**src/tbf_defines.svh**
```systemverilog
/*
 * Constants of the Type B frame coder: timing counts, framing lengths,
 * checksum values, command codes and identifier field positions.
 * Assumes it is included by bare name; guarded against double inclusion.
 */
`ifndef TBF_DEFINES_SVH
`define TBF_DEFINES_SVH

// ----------------------------------------------------------------------------
// Timing
// ----------------------------------------------------------------------------
`define TBF_ETU_MASK_CARD 7'h7F     // Carrier cycles per bit minus one, rate 0
`define TBF_ETU_MASK_RDR  8'hFF     // Reader clocks per bit minus one, rate 0
`define TBF_SC_BIT        3         // Counter bit giving carrier / 16
`define TBF_GUARD_BITS    4         // Subcarrier-only bits before SOF
`define TBF_PON_CYCLES    5'h10     // Power-on reset length in reader clocks
`define TBF_RSP_TIMEOUT   65536     // Reader wait for a reply, clocks
`define TBF_FLIP_RUN      5'h08     // Mismatch run that marks a phase flip
`define TBF_IDLE_MAX      6'h20     // Quiet clocks that mean subcarrier off
`define TBF_ON_MIN        7'h40     // Active clocks before demodulating
// ----------------------------------------------------------------------------
// Framing and checksum
// ----------------------------------------------------------------------------
`define TBF_CHAR_LAST     4'h9      // Ten bit times per character or delimiter
`define TBF_SOF1_LAST     4'h1      // Two stop bits after SOF
`define TBF_MIN_BYTES     2'h3
`define TBF_CRC_INIT      16'hFFFF
`define TBF_CRC_POLY      16'h8408
`define TBF_CRC_RESIDUE   16'hF0B8
// ----------------------------------------------------------------------------
// Commands and replies
// ----------------------------------------------------------------------------
`define TBF_CMD_REQB      8'h05
`define TBF_CMD_READ_ID   8'h31
`define TBF_CMD_SYSINFO   8'h32
`define TBF_HDR_ATQB      8'h50
`define TBF_HDR_OK        8'h00
`define TBF_RSP_CRC0      4'h9      // Index of first checksum byte
`define TBF_RSP_LAST      4'hA      // Eleven reply bytes
`define TBF_RSP_BYTES     4'hB
`define TBF_RDR_LAST      2'h2      // Command plus two checksum bytes
// ----------------------------------------------------------------------------
// Identifier layout
// ----------------------------------------------------------------------------
`define TBF_UID_FEAT_LSB  36
`define TBF_UID_RSVD_LSB  44
`define TBF_UID_MFR_LSB   48
`define TBF_UID_CLASS_LSB 56
`define TBF_UID_RSVD      4'h0
`endif

```
**src/tbf_pkg.sv**
```systemverilog
/*
 * Types and checksum helpers shared by both link ends.
 * Assumes tbf_defines.svh is on the include path.
 */
`include "tbf_defines.svh"
package tbf_pkg;
	// ------------------------------------------------------------------------
	// State types
	// ------------------------------------------------------------------------
	typedef enum logic [1:0] {
		RX_HUNT = 2'h1,
		RX_CHAR = 2'h2
	} tbf_rx_t;

	typedef enum logic [7:0] {
		TX_IDLE   = 8'h01,
		TX_GUARD  = 8'h02,
		TX_SOF0   = 8'h04,
		TX_SOF1   = 8'h08,
		TX_CHAR   = 8'h10,
		TX_EOF    = 8'h20,
		TX_TAIL   = 8'h40,
		TX_LISTEN = 8'h80
	} tbf_tx_t;

	// ------------------------------------------------------------------------
	// Helpers
	// ------------------------------------------------------------------------
	// Reflected CCITT step, one bit, LSB first
	function automatic logic [15:0] tbf_crc_bit(input logic [15:0] crc, input logic b);
		tbf_crc_bit = {1'b0, crc[15:1]} ^ ((crc[0] ^ b) ? `TBF_CRC_POLY : 16'h0000);
	endfunction

	function automatic logic [15:0] tbf_crc_byte(input logic [15:0] crc, input logic [7:0] d);
		logic [15:0] c;
		c = crc;
		for (int i = 0; i < 8; i++) begin
			c = tbf_crc_bit(c, d[i]);
		end
		tbf_crc_byte = c;
	endfunction

	// Bit of a character: start 0, data LSB first, stop 1
	function automatic logic tbf_char_bit(input logic [7:0] d, input logic [3:0] idx);
		case (idx)
			4'h0:           tbf_char_bit = 1'b0;
			`TBF_CHAR_LAST: tbf_char_bit = 1'b1;
			default:        tbf_char_bit = d[3'(idx - 4'h1)];
		endcase
	endfunction
endpackage

```
**src/tbf_link_if.sv**
```systemverilog
/*
 * Link between reader and card: carrier clock, power-on reset, downlink
 * modulation and uplink load modulation. No clocking block.
 */
interface tbf_link_if;
	logic link_clk;  // Carrier, made by the reader
	logic pon_rst;   // Power-on reset, high while field not ready
	logic mod;       // High = modulated carrier (logic 0)
	logic lm;        // Card load modulation, BPSK subcarrier

	modport reader (output link_clk, output pon_rst, output mod, input lm);
	modport card   (input link_clk, input pon_rst, input mod, output lm);
endinterface

```
**src/tbf_reader.sv**
```systemverilog
/*
 * Reader end: makes the carrier and power-on reset, sends one command
 * frame on request and decodes the card's BPSK reply.
 * Assumes one card on the link; start_i is synchronous to clk_i.
 */
`include "tbf_defines.svh"
module tbf_reader
	import tbf_pkg::*;
#(
	parameter int RSP_TIMEOUT = `TBF_RSP_TIMEOUT
)
(
	// Clock and reset
	input  wire logic            clk_i,
	input  wire logic            srst_i,
	// Link
	tbf_link_if.reader           lnk,
	// Request
	input  wire logic [1:0]      rate_i,
	input  wire logic            start_i,
	input  wire logic [7:0]      cmd_i,
	// Reply
	output logic                 busy_o,
	output logic                 rsp_valid_o,
	output logic                 rsp_ok_o,
	output logic [71:0]          rsp_data_o
);
	if (RSP_TIMEOUT < 2) begin : g_chk
		$error("RSP_TIMEOUT must be at least 2");
	end
	localparam int TW = $clog2(RSP_TIMEOUT + 1);

	typedef struct packed {
		logic          lclk;
		logic [4:0]    por;
		logic          pon;
		logic [7:0]    fc;
		tbf_tx_t       txs;
		logic [3:0]    tbit;
		logic [1:0]    tidx;
		logic [7:0]    cmd;
		logic [15:0]   tcrc;
		logic          mod;
		logic          lm_s1;
		logic          lm_s2;
		logic [31:0]   dly;
		logic [4:0]    run;
		logic [5:0]    act;
		logic [6:0]    on;
		logic          lvl;
		logic          rprev;
		tbf_rx_t       rxs;
		logic [7:0]    rcnt;
		logic [3:0]    rbit;
		logic [9:0]    rsh;
		logic          infr;
		logic [15:0]   rcrc;
		logic [3:0]    nb;
		logic [71:0]   rsp;
		logic [TW-1:0] tout;
		logic          rsp_valid;
		logic          rsp_ok;
		logic          busy;
	} tbf_rdr_st_t;

	localparam tbf_rdr_st_t ST_RST = '{txs: TX_IDLE, rxs: RX_HUNT, pon: 1'b1, lvl: 1'b1,
		default: '0};

	tbf_rdr_st_t st;
	tbf_rdr_st_t nxt;

	// ------------------------------------------------------------------------
	// Next state
	// ------------------------------------------------------------------------
	always_comb begin
		logic [7:0] mask;
		logic       mism;
		logic [9:0] ch;
		logic [7:0] cur;
		logic       v;
		mask = `TBF_ETU_MASK_RDR >> rate_i;
		mism = 1'b0;
		ch   = 10'h000;
		cur  = 8'h00;
		v    = 1'b1;
		nxt  = st;
		nxt.rsp_valid = 1'b0;

		// Carrier divider and power-on reset for the card
		nxt.lclk = ~st.lclk;
		if (st.por != `TBF_PON_CYCLES) begin
			nxt.por = st.por + 5'h01;
		end
		nxt.pon = nxt.por != `TBF_PON_CYCLES;

		// BPSK demodulation: compare with one subcarrier period ago
		nxt.lm_s1 = lnk.lm & ~st.pon;              // Card output unknown before its reset
		nxt.lm_s2 = st.lm_s1;
		nxt.dly   = {st.dly[30:0], st.lm_s2};
		nxt.act   = (st.lm_s2 != st.dly[0]) ? 6'h00 :
			((st.act == `TBF_IDLE_MAX) ? st.act : st.act + 6'h01);
		nxt.on    = (st.act == `TBF_IDLE_MAX) ? 7'h00 :
			((st.on == `TBF_ON_MIN) ? st.on : st.on + 7'h01);
		mism      = st.lm_s2 ^ st.dly[31];
		nxt.run   = mism ? st.run + 5'h01 : 5'h00;   // Wraps: one flip per period
		if (st.on != `TBF_ON_MIN) begin
			nxt.lvl = 1'b1;
		end else if (mism && st.run == `TBF_FLIP_RUN) begin
			nxt.lvl = ~st.lvl;
		end

		// Character receiver on the decoded level
		nxt.rprev = st.lvl;
		ch        = {st.lvl, st.rsh[9:1]};
		case (st.rxs)
			RX_HUNT: begin
				if (st.rprev && !st.lvl) begin
					nxt.rxs  = RX_CHAR;
					nxt.rcnt = 8'h00;
					nxt.rbit = 4'h0;
				end
			end
			RX_CHAR: begin
				nxt.rcnt = (st.rcnt == mask) ? 8'h00 : st.rcnt + 8'h01;
				if (st.rcnt == (mask >> 1)) begin
					nxt.rsh  = ch;
					nxt.rbit = st.rbit + 4'h1;
					if (st.rbit == `TBF_CHAR_LAST) begin
						nxt.rxs = RX_HUNT;
						if (ch == 10'h000 && !st.infr) begin
							nxt.infr = 1'b1;
							nxt.rcrc = `TBF_CRC_INIT;
							nxt.nb   = 4'h0;
						end else if (ch == 10'h000) begin
							nxt.infr = 1'b0;
							if (st.txs == TX_LISTEN) begin
								nxt.txs       = TX_IDLE;
								nxt.rsp_valid = 1'b1;
								nxt.rsp_ok    = st.nb == `TBF_RSP_BYTES &&
									st.rcrc == `TBF_CRC_RESIDUE;
							end
						end else if (st.infr && !ch[0] && ch[9]) begin
							nxt.rcrc = tbf_crc_byte(st.rcrc, ch[8:1]);
							if (st.nb < `TBF_RSP_CRC0) begin
								nxt.rsp = {ch[8:1], st.rsp[71:8]};
							end
							if (st.nb != 4'hF) begin
								nxt.nb = st.nb + 4'h1;
							end
						end else begin
							nxt.infr = 1'b0;
						end
					end
				end
			end
			default: nxt.rxs = RX_HUNT;
		endcase

		// Command transmitter and reply wait
		nxt.fc = st.fc + 8'h01;
		cur    = (st.tidx == 2'h0) ? st.cmd :
			((st.tidx == 2'h1) ? ~st.tcrc[7:0] : ~st.tcrc[15:8]);
		case (st.txs)
			TX_IDLE: begin
				// Start only once the card is out of reset and its subcarrier has
				// been still a while, so a reply's tail never overlaps a command
				if (start_i && !st.pon && st.act == `TBF_IDLE_MAX) begin
					nxt.txs  = TX_SOF0;
					nxt.fc   = 8'h00;
					nxt.tbit = 4'h0;
					nxt.tidx = 2'h0;
					nxt.cmd  = cmd_i;
					nxt.tcrc = `TBF_CRC_INIT;
				end
			end
			TX_LISTEN: begin
				nxt.tout = st.tout + TW'(1);
				if (st.tout == TW'(RSP_TIMEOUT - 1)) begin
					nxt.txs       = TX_IDLE;
					nxt.rsp_valid = 1'b1;
					nxt.rsp_ok    = 1'b0;
				end
			end
			TX_SOF0, TX_SOF1, TX_CHAR, TX_EOF: begin
				if ((st.fc & mask) == mask) begin
					nxt.tbit = st.tbit + 4'h1;
					if (st.txs == TX_CHAR && st.tidx == 2'h0 && st.tbit != 4'h0 &&
							st.tbit != `TBF_CHAR_LAST) begin
						nxt.tcrc = tbf_crc_bit(st.tcrc, cur[3'(st.tbit - 4'h1)]);
					end
					if (st.txs == TX_SOF1 && st.tbit == `TBF_SOF1_LAST) begin
						nxt.tbit = 4'h0;
						nxt.txs  = TX_CHAR;
					end else if (st.txs != TX_SOF1 && st.tbit == `TBF_CHAR_LAST) begin
						nxt.tbit = 4'h0;
						nxt.tidx = (st.txs == TX_CHAR) ? st.tidx + 2'h1 : st.tidx;
						if (st.txs == TX_SOF0) begin
							nxt.txs = TX_SOF1;
						end else if (st.txs == TX_EOF) begin
							nxt.txs  = TX_LISTEN;
							nxt.tout = '0;
						end else if (st.tidx == `TBF_RDR_LAST) begin
							nxt.txs = TX_EOF;
						end
					end
				end
			end
			default: nxt.txs = TX_IDLE;
		endcase

		// Modulated carrier for zeros; unmodulated after EOF and while listening
		case (nxt.txs)
			TX_SOF0, TX_EOF: v = 1'b0;
			TX_SOF1:         v = 1'b1;
			TX_CHAR: begin
				cur = (nxt.tidx == 2'h0) ? nxt.cmd :
					((nxt.tidx == 2'h1) ? ~nxt.tcrc[7:0] : ~nxt.tcrc[15:8]);
				v   = tbf_char_bit(cur, nxt.tbit);
			end
			default:         v = 1'b1;
		endcase
		nxt.mod  = ~v;
		nxt.busy = nxt.txs != TX_IDLE;
	end

	// ------------------------------------------------------------------------
	// Registers
	// ------------------------------------------------------------------------
	always_ff @(posedge clk_i) begin
		if (srst_i) begin
			st <= ST_RST;
		end else begin
			st <= nxt;
		end
	end

	// Outputs straight from flops
	assign lnk.link_clk = st.lclk;
	assign lnk.pon_rst  = st.pon;
	assign lnk.mod      = st.mod;
	assign busy_o       = st.busy;
	assign rsp_valid_o  = st.rsp_valid;
	assign rsp_ok_o     = st.rsp_ok;
	assign rsp_data_o   = st.rsp;
endmodule
```
**src/flat_wrapper.sv**
```systemverilog
// flat-port wrapper written by rule: the top's interface ports become plain ports
module tbf_reader_flat import tbf_pkg::*;
#(
	parameter int RSP_TIMEOUT = `TBF_RSP_TIMEOUT
)
  (clk_i, srst_i, rate_i, start_i, cmd_i, busy_o, rsp_valid_o, rsp_ok_o, rsp_data_o, lnk_link_clk, lnk_pon_rst, lnk_mod, lnk_lm);
  tbf_link_if lnk_i ();
  input  wire logic clk_i;
  input  wire logic srst_i;
  input  wire logic [1:0] rate_i;
  input  wire logic start_i;
  input  wire logic [7:0] cmd_i;
  output logic busy_o;
  output logic rsp_valid_o;
  output logic rsp_ok_o;
  output logic [71:0] rsp_data_o;
  output wire logic [$bits(lnk_i.link_clk)-1:0] lnk_link_clk;
  output wire logic [$bits(lnk_i.pon_rst)-1:0] lnk_pon_rst;
  output wire logic [$bits(lnk_i.mod)-1:0] lnk_mod;
  input wire logic [$bits(lnk_i.lm)-1:0] lnk_lm;
  assign lnk_link_clk = lnk_i.link_clk;
  assign lnk_pon_rst = lnk_i.pon_rst;
  assign lnk_mod = lnk_i.mod;
  assign lnk_i.lm = lnk_lm;
  tbf_reader #(.RSP_TIMEOUT(RSP_TIMEOUT)) u_core (.clk_i(clk_i), .srst_i(srst_i), .lnk(lnk_i), .rate_i(rate_i), .start_i(start_i), .cmd_i(cmd_i), .busy_o(busy_o), .rsp_valid_o(rsp_valid_o), .rsp_ok_o(rsp_ok_o), .rsp_data_o(rsp_data_o));
endmodule
```
**config.mk**
```make
export PLATFORM = sky130hd
export DESIGN_NAME = tbf_reader_flat
export DESIGN_NICKNAME = d
export VERILOG_FILES = /design/src/tbf_pkg.sv /design/src/tbf_link_if.sv /design/src/tbf_reader.sv /design/src/flat_wrapper.sv
export VERILOG_INCLUDE_DIRS = /design/src /design/src/src
export SDC_FILE = /design/constraint.sdc
export NUM_CORES = 1
export LEC_CHECK = 0
export BUFFER_PORTS_ARGS = -buffer_cell sky130_fd_sc_hd__buf_2
export CAP_MARGIN = 30
export CORE_ASPECT_RATIO = 0.9
export CORE_MARGIN = 4
export CORE_UTILIZATION = 60
export DETAILED_ROUTE_END_ITERATION = 12
export PLACE_DENSITY = 0.77
export SLEW_MARGIN = 20
export SYNTH_ARGS = -nofsm -noshare
export SYNTH_HDL_FRONTEND = slang
export SYNTH_SLANG_ARGS = --single-unit
```
**constraint.sdc**
```tcl
create_clock -name clk_i -period 4.14 [get_ports clk_i]
set_input_delay 0.207 -clock clk_i [delete_from_list [all_inputs] [get_ports clk_i]]
set_output_delay 0.207 -clock clk_i [all_outputs]
set_load 0.01 [all_outputs]
```
After elaboration in Yosys (flattened, before gate mapping)
Cells that the tools add are included.

word-level totals
  flip-flop bits (word level) = 245
  bits of input ports = 14
  output and inout bits = 78

cells by class
  add/sub/neg operators = 13
  order comparisons = 3
  eq/ne operators = 45
  shift operators = 1
  muxes and demuxes = 73
  bitwise logic cells = 32
  reductions and logical operators = 41

operators by type and width
  cell                                                   count
  2-to-1 mux 92 bit                                      2
  2-to-1 mux 16 bit                                      11
  2-to-1 mux 72 bit                                      2
  XOR 15 x 16 -> 16 bit                                  9
  2-to-1 mux 8 bit                                       17
  2-to-1 mux 107 bit                                     1
  2-to-1 mux 93 bit                                      1
  2-to-1 mux 17 bit                                      5
  2-to-1 mux 46 bit                                      1
  2-to-1 mux 14 bit                                      3
  one-hot mux 17 bit (2 select lines)                    1
  NOT 8 bit                                              4
  one-hot mux 16 bit (2 select lines)                    1
  2-to-1 mux 2 bit                                       12
  one-hot mux 12 bit (2 select lines)                    1
  one-hot mux 8 bit (3 select lines)                     1
  2-to-1 mux 21 bit                                      1
  adder 17 x 1 -> 17 bit, second input constant          1
  equality test 17 x 16 -> 1 bit, second input constant  1
  adder 8 x 1 -> 8 bit, second input constant            2
  equality test 16 bit, second input constant            1
  equality test 4 bit, second input constant             4
  equality test 8 x 3 -> 1 bit, second input constant    2
  equality test 8 x 5 -> 1 bit, second input constant    2
  other kinds (57)                                       122

Depth between registers and ports, before layout
  depth after elaboration = 30
  mapped depth = 15
  mapped depth without buffers = 14

Least setup slack after synthesis
No wires, ideal clock.

  path kind = register to register
  start point = reg u_core.st[218] (netlist bit)
  end point = reg u_core.st, in the netlist u_core.lnk.mod
  arrival = 3.017 ns
  path slack = 1.036 ns
  cell stages (with the launch flop) = 13
  cells stage by stage = dfxtp_1 > buf_2 > inv_1 > ha_1 > nand2b_1 > o22ai_1 > or4b_1 > o211ai_2 > xor2_1 > o21ai_0 > mux4_2 > o211a_1 > nor4b_2

on the way
  longest elaborated chain between the ends = 17
  elaborated cells on any way between the ends = 43
  classes of those cells = 3 x add/sub; 8 x eq/ne; 19 x mux; 5 x bitwise; 8 x reduce/logical

RTL lines
  what                                    line               source
  start: declaration                      tbf_reader.sv:69   tbf_rdr_st_t st;
  start signal: assignment                tbf_reader.sv:233  st <= nxt;
  subtractor 3 x 1 -> 3 bit               tbf_reader.sv:189  nxt.tcrc = tbf_crc_bit(st.tcrc, cur[3'(st.tbit - 4'h1)]);
  binary-select mux 1 bit (select 3 bit)  tbf_reader.sv:189
  2-to-1 mux 1 bit (not written as such)  tbf_reader.sv:189
  XOR 1 bit                               tbf_pkg.sv:31      tbf_crc_bit = {1'b0, crc[15:1]} ^ ((crc[0] ^ b) ? `TBF_CRC_POLY : 16'h0000);
  2-to-1 mux 16 bit                       tbf_pkg.sv:31
  XOR 15 x 16 -> 16 bit                   tbf_pkg.sv:31
  2-to-1 mux 16 bit                       tbf_reader.sv:187  if (st.txs == TX_CHAR && st.tidx == 2'h0 && st.tbit != 4'h0 &&
  2-to-1 mux 16 bit                       tbf_reader.sv:185  if ((st.fc & mask) == mask) begin
  one-hot mux 16 bit (2 select lines)     tbf_reader.sv:163  case (st.txs)
  NOT 8 bit                               tbf_reader.sv:217  ((nxt.tidx == 2'h1) ? ~nxt.tcrc[7:0] : ~nxt.tcrc[15:8]);
  2-to-1 mux 8 bit                        tbf_reader.sv:217
  2-to-1 mux 8 bit                        tbf_reader.sv:216  cur = (nxt.tidx == 2'h0) ? nxt.cmd :
  binary-select mux 1 bit (select 3 bit)  tbf_pkg.sv:48      default: tbf_char_bit = d[3'(idx - 4'h1)];
  2-to-1 mux 1 bit (not written as such)  tbf_pkg.sv:48
  one-hot mux 1 bit (2 select lines)      tbf_pkg.sv:45      case (idx)
  one-hot mux 1 bit (2 select lines) (*)  tbf_reader.sv:212  case (nxt.txs)
  NOT 1 bit (*)                           tbf_reader.sv:222  nxt.mod = ~v;

Mark *: on every way between the ends. The rest lies on a longest branch, timed or not. The select of a mux whose other input is x is not followed.
A chain may end at the register's enable or synchronous reset.

Worst setup path after layout
Same ends and word-level chain as after synthesis.

==> flow_summary.yaml <==
run_status:
  outcome: "completed"
detailed_routing:
  first_pass_iters: 5
  postRouteAntennaNets: 0
  vias: 8627
  viasPerCell: 5.52
  drc: 0
  wl_per_cell_um: 14.8
  drt_iter0_markers: 554
  routed_wl_um: 23200
die:
  boundaryPins: 92
  design.die.area_um2: 20700
  row_count: 46
  start_util_pct: 61.9
  dieWidth_um: 151
  die_h_um: 137
  coreArea_um2: 17900
critical_path:
  crit_path_max_fanout: 14
  endpoint_kind: "flip-flop"
  path_class: "flip-flop to flip-flop"
  cp_cell_sequence: "ha_1, nor3b_1, nand3_1, nand2_1, nor2_1, a22o_1, inv_1, ha_1, xor2_1, nand2_1, a2111oi_0, nor4b_2"
  cpPeakStageDelay_ns: 0.67
  crit_slowest_cell: "dfxtp_1"
  start_kind: "flip-flop"
  crit_required_ns: 4.53
  cp.arrival_ns: 3.98
power:
  ir_drop_uv: 356
  power.density_nw_per_um2: 413
  leakage_nw: 4.88
synthesis:
  synth.most_common_cell: "dfxtp_1"
  yosys.cell_types.count: 72
  async_reset_ff_share_pct: 0
  synth_top_area_cell: "dfxtp_1"
  synth_cells: 1301
  ys_seq_area_share_pct: 44.1
  ys_top_cells_by_count: "dfxtp_1, nand2_1, nor2_1, a21oi_1, buf_4"
  yosysWarnings: 0
  synth_top_area_share_pct: 44.1
  ys_seq_elements: 244
  synth-main-ff-cell: "dfxtp_1"
  synth_edf_count: 0
  syn_avg_cell_area_um2: 8.52
  synth.area.top_cells: "dfxtp_1, nand2_1, a21oi_1, buf_4, nor2_1"
  synth_area_um2: 11100
layout:
  fillers: 1475
  diodes: 0
  area_growth_pct: 9.11
  drive_gt1_share_pct: 12.6
  final_nets: 1347
clocking:
  clk_pin_slew_ns: 0.07
  cts_resized: 0
  cts.sinks: 244
  cts_setup_buffers: 0
  cts_hold_buf: 7
  insertion_delay_ns: 0.52
  root_buffer: "clkbuf_16"
  cts_inserted_buffers: 25
  cts.path.max_buffers: 3
  htreeDepth: 1
  cts_tree: "built"
global_routing:
  grt_pass1_wl_um: 38000
  grt_pass1_vias: 7894
  overflow: 0
  grt_max_degree: 100
  antenna_found_initial: 0
  gr-usage-all-layers_pct: 21.8
sta:
  setup_viol: 0
  fin_crit_sh_pct: 86.7
  hold_ws_ns: 0.00975
  fmax_mhz: 279
  worst_pin_slew_ns: 0.904
  period_needed_ns: 3.59
  final_hold_viol_count: 0
  relSlewSlack_pct: 39.5
  clock-skew-final_ns: 0.0174
  rsz0062_at_grt: "false"
  tns_ns: 0
  drv_slew: 0
placement:
  io_buffers: 91
  dp_hpwl_um: 15600
  place.gp.congestion: 0.927
hold_path:
  hp-class: "input pin to flip-flop"
flow_run:
  maxCapViolCount: 0
-- per-stage QoR --
stage,setup slack (ns),utilization (%),instance area (µm²),instances,total power [W]
finish,0.552,67.6,12100,1564,0.00499
global route,0.260,67.6,12100,1564,0.00518
CTS,0.605,67.6,12100,1564,0.00504
global placement,0.725,62.4,11200,1512,0.00272
floorplan,1.04,-,11100,1302,0.00267
detailed placement,0.619,62.4,11200,1512,0.00273
-- flip-flops by register name (all words and copies together), names as in the netlist --
| signal | flops |
|---|---|
| u_core.busy_o | 1 |
| u_core.lnk.link_clk | 1 |
| u_core.lnk.mod | 1 |
| u_core.lnk.pon_rst | 1 |
| u_core.nxt | 34 |
| u_core.rsp_data_o | 72 |
| u_core.rsp_ok_o | 1 |
| u_core.rsp_valid_o | 1 |
| u_core.st | 132 |
-- cell families (layout without fill, tap and decap cells) --
logic type | after synthesis | in the layout | synth area share (%)
AOI/OAI and AO/OA | 215 | 215 | 11.4
buffers and inverters | 164 | 186 | 8.18
and+or+nand+nor | 537 | 537 | 23.3
DFF | 244 | 244 | 44.1
other | 1 | 2 | 0.0338
xor gates and xnor gates | 71 | 71 | 5.61
muxes | 42 | 42 | 4.38
adders and majority gates | 27 | 27 | 3.05
-- worst paths after layout --
path / end / startpoint / cells after the start / slack (ns)
setup / recovery: u_core.lnk.mod$_SDFF_PP0_ / u_core.st[218]$_SDFF_PP0_ / 12 / 0.55
hold / removal: u_core.st[212]$_SDFF_PP0_ / cmd_i[4] / 3 / 0.01
setup reg to reg: u_core.lnk.mod$_SDFF_PP0_ / u_core.st[218]$_SDFF_PP0_ / 12 / 0.55
hold reg to reg: u_core.lnk.link_clk$_SDFF_PP0_ / u_core.lnk.link_clk$_SDFF_PP0_ / 1 / 0.40
-- cells in the final DEF, fill, tap and decap left out, types with 35 or more instances in the layout --
master and n:
dfxtp_1 244, nand2_1 193, nor2_1 146, a21oi_1 112, buf_2 90, nand3_1 37, nor2b_1 37, xnor2_1 36
xor2_1 35, mux2i_1 35
-- report_power, final --
| part | internal [W] | switching [W] |
|---|---|---|
| Combinational | 0.0000991 | 0.000176 |
| Clock | 0.00141 | 0.000893 |
| Sequential | 0.00238 | 0.0000305 |
| Total | 0.00389 | 0.00110 |
-- routing by layer --
| metal | wire, µm | vias up | track usage [%] |
|---|---|---|---|
| met1 | 10900 | 4000 | 31.2 |
| met4 | 495 | 0 | 5.39 |
| met2 | 10500 | 233 | 34.8 |
| met5 | 0 | - | 0 |
| met3 | 1320 | 39 | 3.31 |
| li1 | - | 4355 | - |
-- cell type report --
| cell class | count | area [µm²] | area share, % |
|---|---|---|---|
| clock buffers | 32 | 682 | 5.64 |
| clock inverters | 13 | 171 | 1.42 |
| inverters | 32 | 120 | 0.993 |
| multi-input cells | 894 | 5310 | 43.9 |
| flip-flops and latches | 244 | 4880 | 40.4 |
| well taps | 240 | 300 | 2.48 |
| repair buffers | 109 | 627 | 5.18 |
-- critical path: cells and delay by family (launching register included) --
family,cells,cell delay [ns]
simple gates,6,0.98
fa+ha+maj,2,0.51
buf+inv,1,0.18
flops,1,0.67
compound gates,2,0.86
xor+xnor,1,0.25
Note: power is estimated with default switching activity, not from simulation.
